==> src/cbph_pkg.sv <==
// package: shared constants and types of the local bus phase and hold unit
package cbph_pkg;
    localparam int ADDR_W = 24;
    localparam int DATA_W = 16;
    // processor cycle is two system clocks, phase one then phase two
    localparam int SYS_CLK_PER_PROC = 2;
    // fixed coprocessor data port for extension operand transfers
    localparam logic [23:0] EXT_PORT_ADDR = 24'h0000FA;
    // bus status codes, status bit one then status bit zero, active low
    localparam logic [1:0] STAT_PASSIVE = 2'h3;
    localparam logic [1:0] STAT_READ = 2'h2;
    localparam logic [1:0] STAT_WRITE = 2'h1;
    // synchroniser reset levels: irq, nmi, hold, ext req, error_n, busy_n
    localparam logic [5:0] SYNC_RST_VAL = 6'h30;
    localparam logic [1:0] EXT_IDX_RST = 2'h0;

    typedef enum logic [1:0] {
        CBPH_IDLE = 2'b00,
        CBPH_SEND = 2'b01,
        CBPH_CMD = 2'b10,
        CBPH_HOLD = 2'b11
    } cbph_state_t;

    typedef struct packed {
        logic [23:0] addr;
        logic write;
        logic io;
        logic word;
        logic lock;
        logic [15:0] wdata;
    } cbph_op_t;

    typedef struct packed {
        logic maskable_irq;
        logic nmi;
        logic error_n;
        logic busy_n;
    } cbph_async_t;
endpackage : cbph_pkg

==> src/cbph_bus.sv <==
// local bus phase, hold and extension operand transfer unit
//
// Summary of operation
// processor cycle is two system clocks, phase one then phase two
// phase indicator shows which phase the next clock edge begins
// reset forces the next clock to begin or repeat phase one
// late reset edge only delays phase one by one system clock
// reset source meets setup and hold on reset release
// data bus floats at the defined point of reset
// irq, nmi, hold, ext request, error, busy pass a synchroniser
// status outputs float at logic one while in hold
// leaving hold drives byte enable and lock at once, valid by send
// idle directly after a write command keeps driving data
// data bus stays floated when a read cycle follows
// ext acknowledge asserted during first operation of each transfer
// first ext operation is memory read or read of coprocessor port
// odd operand address moves as two byte memory cycles
// coprocessor drops request soon after acknowledge to avoid repeat
`timescale 1ns/10ps
module cbph_bus (
    // clock and reset
    input wire logic MCLK,
    input wire logic SRST,
    // asynchronous pins
    input wire logic MASKABLE_IRQ_IN,
    input wire logic NMI_IN,
    input wire logic HOLD_REQ,
    input wire logic EXT_TRANSFER_REQUEST,
    input wire logic ERROR_N_IN,
    input wire logic BUSY_N_IN,
    // synchronous bus pins
    input wire logic READY_N,
    input wire logic [cbph_pkg::DATA_W-1:0] DATA_I,
    output logic [cbph_pkg::DATA_W-1:0] DATA_O,
    output logic DATA_OE,
    output logic [cbph_pkg::ADDR_W-1:0] ADDR_O,
    output logic ADDR_OE,
    output logic MEM_NOT_IO,
    output logic [1:0] STATUS_N_O,
    output logic STATUS_OE,
    output logic UPPER_BYTE_ENABLE_N_O,
    output logic UPPER_BYTE_ENABLE_N_OE,
    output logic LOCK_N_O,
    output logic LOCK_N_OE,
    output logic HOLD_ACKNOWLEDGE,
    output logic EXT_TRANSFER_ACKNOWLEDGE_N,
    output logic PHASE_IND,
    // core side bus requests
    input wire logic REQ_VALID,
    input wire cbph_pkg::cbph_op_t REQ_OP,
    output logic REQ_READY,
    output logic [cbph_pkg::DATA_W-1:0] RD_DATA,
    output logic RD_VALID,
    // core side extension transfer setup
    input wire logic EXT_ENABLE,
    input wire logic EXT_TO_MEM,
    input wire logic [cbph_pkg::ADDR_W-1:0] EXT_OPERAND_ADDR,
    output logic EXT_BUSY,
    // synchronised inputs for the core
    output cbph_pkg::cbph_async_t ASYNC_SYNC
);
    import cbph_pkg::*;

    logic [5:0] sync_q;
    logic hold_s;
    logic ext_req_s;
    logic ph1_next;
    logic tick;
    cbph_state_t state;
    cbph_state_t next_state;
    cbph_op_t op;
    cbph_op_t next_op;
    logic from_ext;
    logic next_from_ext;
    logic [1:0] ext_idx;
    logic [1:0] next_ext_idx;
    logic ext_dir;
    logic [23:0] ext_addr;
    logic [15:0] ext_data;
    logic [15:0] next_ext_data;
    logic ext_go;
    logic ext_last;
    logic done;
    logic data_hold_ti;

    // async inputs synchronised
    cbph_sync #(.WIDTH(6), .RST_VAL(SYNC_RST_VAL)) u_sync (
        .clk(MCLK),
        .rst(SRST),
        .async_in({BUSY_N_IN, ERROR_N_IN, EXT_TRANSFER_REQUEST, HOLD_REQ,
                   NMI_IN, MASKABLE_IRQ_IN}),
        .sync_out(sync_q)
    );

    assign hold_s = sync_q[2];
    assign ext_req_s = sync_q[3];
    assign ASYNC_SYNC = '{maskable_irq: sync_q[0], nmi: sync_q[1],
                          error_n: sync_q[4], busy_n: sync_q[5]};

    // reset repeats phase one
    // synchronous reset, late release shifts phase one a clock
    // two system clocks per processor cycle
    always_ff @(posedge MCLK) begin
        if (SRST) begin
            ph1_next <= 1'b1;
        end else begin
            ph1_next <= ~ph1_next;
        end
    end

    // indicator from the phase register
    assign PHASE_IND = ph1_next;
    // bus state moves on the edge that begins phase one
    assign tick = ph1_next & ~SRST;

    // one extension operation from step index, direction and operand
    function automatic cbph_op_t ext_op(input logic [1:0] idx,
                                        input logic to_mem,
                                        input logic [23:0] a,
                                        input logic [15:0] d);
        cbph_op_t o;
        o = '{addr: a, write: 1'b0, io: 1'b0, word: ~a[0], lock: 1'b0,
              wdata: d};
        if (!to_mem) begin
            // memory to coprocessor: read operand, then write port
            if (idx == 2'h1 && a[0]) begin
                o.addr = a + 24'h000001;
                o.word = 1'b0;
            end else if (idx != 2'h0) begin
                o = '{addr: EXT_PORT_ADDR, write: 1'b1, io: 1'b1, word: 1'b1,
                      lock: 1'b0, wdata: d};
            end
        end else begin
            // coprocessor to memory: read port, then write operand
            if (idx == 2'h0) begin
                o = '{addr: EXT_PORT_ADDR, write: 1'b0, io: 1'b1, word: 1'b1,
                      lock: 1'b0, wdata: d};
            end else begin
                o.write = 1'b1;
                if (idx == 2'h2) begin
                    o.addr = a + 24'h000001;
                    o.wdata = {8'h00, d[15:8]};
                end else if (a[0]) begin
                    o.wdata = {d[7:0], 8'h00};
                end
            end
        end
        return o;
    endfunction : ext_op

    // request still high after a transfer starts another one
    assign ext_go = ext_req_s & EXT_ENABLE;
    // odd operand adds a second byte cycle
    assign ext_last = (ext_idx == (ext_addr[0] ? 2'h2 : 2'h1));
    assign done = (state == CBPH_CMD) & ~READY_N;
    assign REQ_READY = tick & (state == CBPH_IDLE) & ~hold_s & ~ext_go;
    assign EXT_BUSY = from_ext;
    // lanes merged before the edge, as the next step may write them out
    assign next_ext_data = op.write ? ext_data : op.word ? DATA_I :
        op.addr[0] ? {ext_data[15:8], DATA_I[15:8]} :
        {DATA_I[7:0], ext_data[7:0]};

    always_comb begin
        next_state = state;
        next_op = op;
        next_from_ext = from_ext;
        next_ext_idx = ext_idx;
        unique case (state)
            CBPH_IDLE: begin
                if (hold_s) begin
                    next_state = CBPH_HOLD;
                end else if (ext_go) begin
                    // first operation chosen by direction
                    next_state = CBPH_SEND;
                    next_op = ext_op(2'h0, EXT_TO_MEM, EXT_OPERAND_ADDR,
                                     16'h0000);
                    next_from_ext = 1'b1;
                    next_ext_idx = 2'h0;
                end else if (REQ_VALID) begin
                    next_state = CBPH_SEND;
                    next_op = REQ_OP;
                    next_from_ext = 1'b0;
                end
            end
            CBPH_SEND: begin
                next_state = CBPH_CMD;
            end
            CBPH_CMD: begin
                if (done) begin
                    if (from_ext && !ext_last) begin
                        next_state = CBPH_SEND;
                        next_ext_idx = ext_idx + 2'h1;
                        next_op = ext_op(next_ext_idx, ext_dir, ext_addr,
                                         next_ext_data);
                    end else begin
                        next_state = CBPH_IDLE;
                        next_from_ext = 1'b0;
                    end
                end
            end
            CBPH_HOLD: begin
                if (!hold_s) begin
                    next_state = CBPH_IDLE;
                end
            end
        endcase
    end

    always_ff @(posedge MCLK) begin
        if (SRST) begin
            state <= CBPH_IDLE;
            op <= '0;
            from_ext <= 1'b0;
            ext_idx <= EXT_IDX_RST;
            ext_dir <= 1'b0;
            ext_addr <= '0;
        end else if (tick) begin
            state <= next_state;
            op <= next_op;
            from_ext <= next_from_ext;
            ext_idx <= next_ext_idx;
            if (state == CBPH_IDLE && next_from_ext) begin
                ext_dir <= EXT_TO_MEM;
                ext_addr <= EXT_OPERAND_ADDR;
            end
        end
    end

    // read data capture, byte lanes merged for odd operands
    always_ff @(posedge MCLK) begin
        if (SRST) begin
            ext_data <= '0;
            RD_DATA <= '0;
            RD_VALID <= 1'b0;
        end else begin
            RD_VALID <= 1'b0;
            if (tick && done && !op.write) begin
                if (!from_ext) begin
                    RD_DATA <= DATA_I;
                    RD_VALID <= 1'b1;
                end else begin
                    ext_data <= next_ext_data;
                end
            end
        end
    end

    // one idle state after a write command keeps data driven
    // a read cycle never drives data
    assign data_hold_ti = done & op.write & (next_state == CBPH_IDLE);

    // pins are registered from the next bus state
    always_ff @(posedge MCLK) begin
        if (SRST) begin
            // data floated through reset
            DATA_OE <= 1'b0;
            DATA_O <= '0;
            ADDR_O <= '0;
            ADDR_OE <= 1'b0;
            MEM_NOT_IO <= 1'b1;
            STATUS_N_O <= STAT_PASSIVE;
            STATUS_OE <= 1'b0;
            UPPER_BYTE_ENABLE_N_O <= 1'b1;
            UPPER_BYTE_ENABLE_N_OE <= 1'b0;
            LOCK_N_O <= 1'b1;
            LOCK_N_OE <= 1'b0;
            HOLD_ACKNOWLEDGE <= 1'b0;
            EXT_TRANSFER_ACKNOWLEDGE_N <= 1'b1;
        end else if (tick) begin
            DATA_O <= next_op.wdata;
            DATA_OE <= ((next_state == CBPH_SEND || next_state == CBPH_CMD)
                        && next_op.write) || data_hold_ti;
            ADDR_O <= next_op.addr;
            ADDR_OE <= (next_state != CBPH_HOLD);
            MEM_NOT_IO <= ~next_op.io;
            // status floats at logic one in hold
            STATUS_OE <= (next_state != CBPH_HOLD);
            STATUS_N_O <= (next_state == CBPH_SEND) ?
                          (next_op.write ? STAT_WRITE : STAT_READ) :
                          STAT_PASSIVE;
            // driven as soon as hold ends, valid from send
            UPPER_BYTE_ENABLE_N_OE <= (next_state != CBPH_HOLD);
            LOCK_N_OE <= (next_state != CBPH_HOLD);
            if (next_state == CBPH_SEND || next_state == CBPH_CMD) begin
                UPPER_BYTE_ENABLE_N_O <= ~(next_op.word | next_op.addr[0]);
                LOCK_N_O <= ~next_op.lock;
            end else begin
                UPPER_BYTE_ENABLE_N_O <= 1'b1;
                LOCK_N_O <= 1'b1;
            end
            HOLD_ACKNOWLEDGE <= (next_state == CBPH_HOLD);
            // acknowledge only during the first operation
            EXT_TRANSFER_ACKNOWLEDGE_N <= ~(next_from_ext &&
                (next_ext_idx == 2'h0) &&
                (next_state == CBPH_SEND || next_state == CBPH_CMD));
        end
    end
endmodule : cbph_bus

==> src/cbph_sync.sv <==
// three-stage input synchroniser with agreement filter
`timescale 1ns/10ps
module cbph_sync #(
    parameter int WIDTH = 6,
    parameter logic [WIDTH-1:0] RST_VAL = '0
) (
    // clock and reset
    input wire logic clk,
    input wire logic rst,
    // asynchronous in, filtered out
    input wire logic [WIDTH-1:0] async_in,
    output logic [WIDTH-1:0] sync_out
);
    logic [WIDTH-1:0] s1;
    logic [WIDTH-1:0] s2;
    logic [WIDTH-1:0] s3;

    always_ff @(posedge clk) begin
        if (rst) begin
            s1 <= RST_VAL;
            s2 <= RST_VAL;
            s3 <= RST_VAL;
        end else begin
            s1 <= async_in;
            s2 <= s1;
            s3 <= s2;
        end
    end

    // a change only counts once stages two and three agree
    always_ff @(posedge clk) begin
        if (rst) begin
            sync_out <= RST_VAL;
        end else begin
            for (int i = 0; i < WIDTH; i++) begin
                if (s2[i] == s3[i]) begin
                    sync_out[i] <= s3[i];
                end
            end
        end
    end
endmodule : cbph_sync

==> config.mk <==
export PLATFORM = sky130hd
export DESIGN_NAME = cbph_bus
export DESIGN_NICKNAME = d
export VERILOG_FILES = /design/src/cbph_pkg.sv /design/src/cbph_bus.sv /design/src/cbph_sync.sv
export SDC_FILE = /design/constraint.sdc
export NUM_CORES = 1
export LEC_CHECK = 0
export ABC_AREA = 0
export BUFFER_PORTS_ARGS = -buffer_cell sky130_fd_sc_hd__buf_2
export CORE_ASPECT_RATIO = 1.4
export CORE_UTILIZATION = 49
export CTS_CLUSTER_SIZE = 8
export DETAILED_ROUTE_END_ITERATION = 12
export PLACE_DENSITY = 0.87
export SLEW_MARGIN = 20
export SYNTH_ARGS = -nofsm -noshare
export SYNTH_HDL_FRONTEND = slang
export SYNTH_SLANG_ARGS = --single-unit
==> constraint.sdc <==
create_clock -name MCLK -period 2.3 [get_ports MCLK]
set_clock_uncertainty 0.1 [all_clocks]
set_input_delay 0.46 -clock MCLK [delete_from_list [all_inputs] [get_ports MCLK]]
set_output_delay 0.46 -clock MCLK [all_outputs]
set_load 0.05 [all_outputs]
==> flow_metrics.tcl <==
set metrics [dict create \
    yosys-top-cells-area "dfxtp_1, nor2_1, mux2i_1, buf_4, a21oi_1" \
    reg2reg_depth 8 \
    synthTopCellsByCount "dfxtp_1, nor2_1, a21oi_1" \
    cp.arrival_ns 1.64 \
    slowest_delay_ns 0.39 \
    worstSkewPairLatency_ns 0.43 \
    numPortBuffers 171 \
    via_count 7558 \
    path_clk_slew_ns 0.06 \
    fp.dieArea_um2 15900 \
    cts_made_buffers 17 \
    drive_above_1_share_pct 29.2 \
    gp_congestion 0.903 \
    status "finished clean" \
    p_sw_share_pct 28.2 \
    cp-start-kind "flop" \
    nets 1162 \
    grt_max_degree 123 \
    yosys.area.top_type_share_pct 37.4 \
    critPathMaxFanout 6 \
    finalNonFillerCells 1263 \
    wirelength_um 21800 \
    die_h_um 149 \
    crit_path_top_delay_cell "or3_4" \
    antenna_found_initial 0 \
    synth_flop_cell "dfxtp_1" \
    max_freq_mhz 454 \
    first_pass_iters 6 \
    cts_buffer_depth 2 \
    avgSynthCellArea_um2 8.18 \
    cts_sinks 141 \
    worstPathCellList "buf_4, or3_4, nor3_4, buf_6" \
    pre_cts_ws_ns -0.0494 \
    power_frac_seq_pct 37.9 \
    drt_iter0_drc 686 \
    cts_tree "yes" \
    maxCapViolations 0 \
    grt_overflow_total 0 \
    yosysWarnings 0 \
    synth_cell_type_count 78 \
    core_area_um2 15100 \
    yosys.area.top_type "dfxtp_1" \
    relSlewSlack_pct 47.8 \
    cp.buffers_inverters 2 \
    hold_path_class "primary input to flop" \
    grt_pass1_wl_um 33800 \
    initial_utilization_pct 50.1 \
    die_w_um 107 \
    place_inst 1228 \
    routed_via_density 5.98 \
    fin_ws_ns 0.0954 \
    clock_power_share_pct 45.0 \
    track_usage_pct 27.1 \
    cp-end-kind "output port" \
    synthArstFlopShare_pct 0 \
    p_leak_uw 0.00381 \
    drcViolationCount 0 \
    min_period_over_period_pct 95.9 \
    power_density_nw_per_um2 738 \
    cpLargestDelayFamily "simple AND/OR/NAND/NOR gates" \
    yosysMostFrequentCell "dfxtp_1" \
    finalSetupViolCount 0 \
    final_hold_viol_count 0 \
    cp.required_ns 1.74 \
    ys_ff_latch 141 \
    place_hpwl_um 15300 \
    mappedNetlistArea_um2 7540 \
    grt_pass1_vias 6752 \
    switching_power_uw 1930 \
    nFillCells 1264 \
    crit_cells 4 \
    yosysSeqAreaShare_pct 37.4 \
    syn-num-nets 1025 \
    worst_slew_pin_slew_ns 0.783 \
    min_delay_path_depth 2 \
    std_cell_rows 53 \
    antennaDiodeCount 0 \
    final_max_slew_viol_count 0 \
    ios 172 \
    ant_nets 0 \
    min_period_ns 2.20 \
    htreeDepth 4 \
    wl_per_cell_um 17.3 \
    synth_edf_count 0 \
    area_growth_pct 23.1 \
    critPathKind "flop to output port" \
    p_int_uw 4920 \
    root_buffer "clkbuf_16" \
    synthCells 922 \
    cts_hold_buf 0 \
    pwr-share-comb_pct 17.1 \
    peakVddDrop_mv 0.519 \
]
## power by group through the flow
| stage | Sequential [uW] | Combinational, uW | Clock [uW] |
|---|---|---|---|
| after floorplan | 2690 | 782 | 0 |
| after global placement | 2650 | 1120 | 0 |
| after detailed placement | 2650 | 1140 | 0 |
| after CTS | 2600 | 1160 | 3120 |
| after global routing | 2610 | 1250 | 3240 |
| final | 2600 | 1170 | 3080 |
## area by class of cell
cell class	count	area, um^2	area share (%)
Clock buffer	19	454	4.89
Sequential cell	141	2840	30.5
Inverter	14	52.6	0.566
Timing Repair Buffer	232	1410	15.2
Multi-Input combinational cell	653	4090	44.0
Clock inverter	12	208	2.24
Tap cell	192	240	2.59
## registers in the layout, summed over array words and instances, names as in the netlist, 2 cells and up
signal	flops
u_sync.s3	6
u_sync.sync_out	6
op	4
u_sync.s2	6
ext_addr	24
ext_idx	2
ext_data	16
STATUS_N_O	2
ADDR_O	24
u_sync.s1	6
state	2
DATA_O	16
RD_DATA	16
## cells by family after synthesis
logic type               synth area share (%)
multiplexers                             5.84
flip-flops                               37.4
adder cells (fa/ha/maj)                  1.16
XOR/XNOR                                0.581
AO/OA/AOI/OAI                            22.9
AND/OR/NAND/NOR                          22.6
buffers and inverters                    9.52
## worst paths after layout
path,slack [ns],endpoint,startpoint
hold reg to reg,0.31,u_sync.s2[4]$_SDFF_PP1_,u_sync.s1[4]$_SDFF_PP1_
setup reg to reg,0.1,ADDR_O[5]$_SDFFE_PP0P_,ext_idx[0]$_SDFFE_PP0P_
hold / removal,0.11,u_sync.s1[4]$_SDFF_PP1_,ERROR_N_IN
setup / recovery,0.1,REQ_READY,state[1]$_SDFFE_PP0P_
## what timing repair did
item / in CTS / in global routing
endpoints found under the setup margin: 3 / 38
pin swaps: 0 / 4
resized for setup: 9 / 16
buffers inserted: 1 / 2
cloned: 0 / 1
## routing by layer
metal,GRT usage (%),up-vias,part of all wire [%]
li1,-,3576,-
met1,31.3,3521,39
met2,46.3,404,50
met3,5.50,57,7.4
met4,15.3,0,3.5
met5,0,-,0
## worst register-to-register path: cells and delay by family, from the launching register on
kind / cells / cell delay (ns)
adder cells (fa/ha/maj): 1 / 0.22
AO/OA/AOI/OAI: 4 / 1.14
AND/OR/NAND/NOR: 1 / 0.10
flip-flops: 1 / 0.35
buffers and inverters: 2 / 0.20
## per-stage QoR
stage               power, uW  cell area [um^2]  util, %   TNS, ns  hold WS [ns]
floorplan                3470              7570        -  -0.00957         0.289
global placement         3770              8520     56.6         0         0.295
detailed placement       3790              8520     56.6    -0.159         0.301
CTS                      6880              9220     61.2         0        0.0976
global route             7100              9290     61.7   -0.0200        0.0978
finish                   6860              9290     61.7         0         0.107
## cell usage in the layout (no fill, tap or decap), types with 5 or more instances in the layout
| master | count |
|---|---|
| a211oi_1 | 26 |
| a21oi_1 | 64 |
| a22oi_1 | 10 |
| a311oi_1 | 5 |
| a31oi_1 | 17 |
| a32oi_1 | 14 |
| and2_1 | 7 |
| and3_1 | 8 |
| buf_12 | 7 |
| buf_2 | 169 |
| buf_4 | 55 |
| bufinv_16 | 5 |
| clkbuf_16 | 18 |
| dfxtp_1 | 134 |
| dfxtp_2 | 5 |
| inv_1 | 11 |
| mux2i_1 | 44 |
| nand2_1 | 65 |
| nand3_1 | 21 |
| nand3b_1 | 10 |
| nor2_1 | 122 |
| nor2b_1 | 18 |
| nor3_1 | 26 |
| nor3b_1 | 9 |
| nor4_1 | 5 |
| o211ai_1 | 8 |
| o21ai_0 | 41 |
| o22ai_1 | 7 |
| o2bb2ai_1 | 6 |
| o31ai_1 | 6 |
| or2_2 | 6 |
| or3_1 | 10 |
No activity file was read; power rests on OpenSTA's default activity.
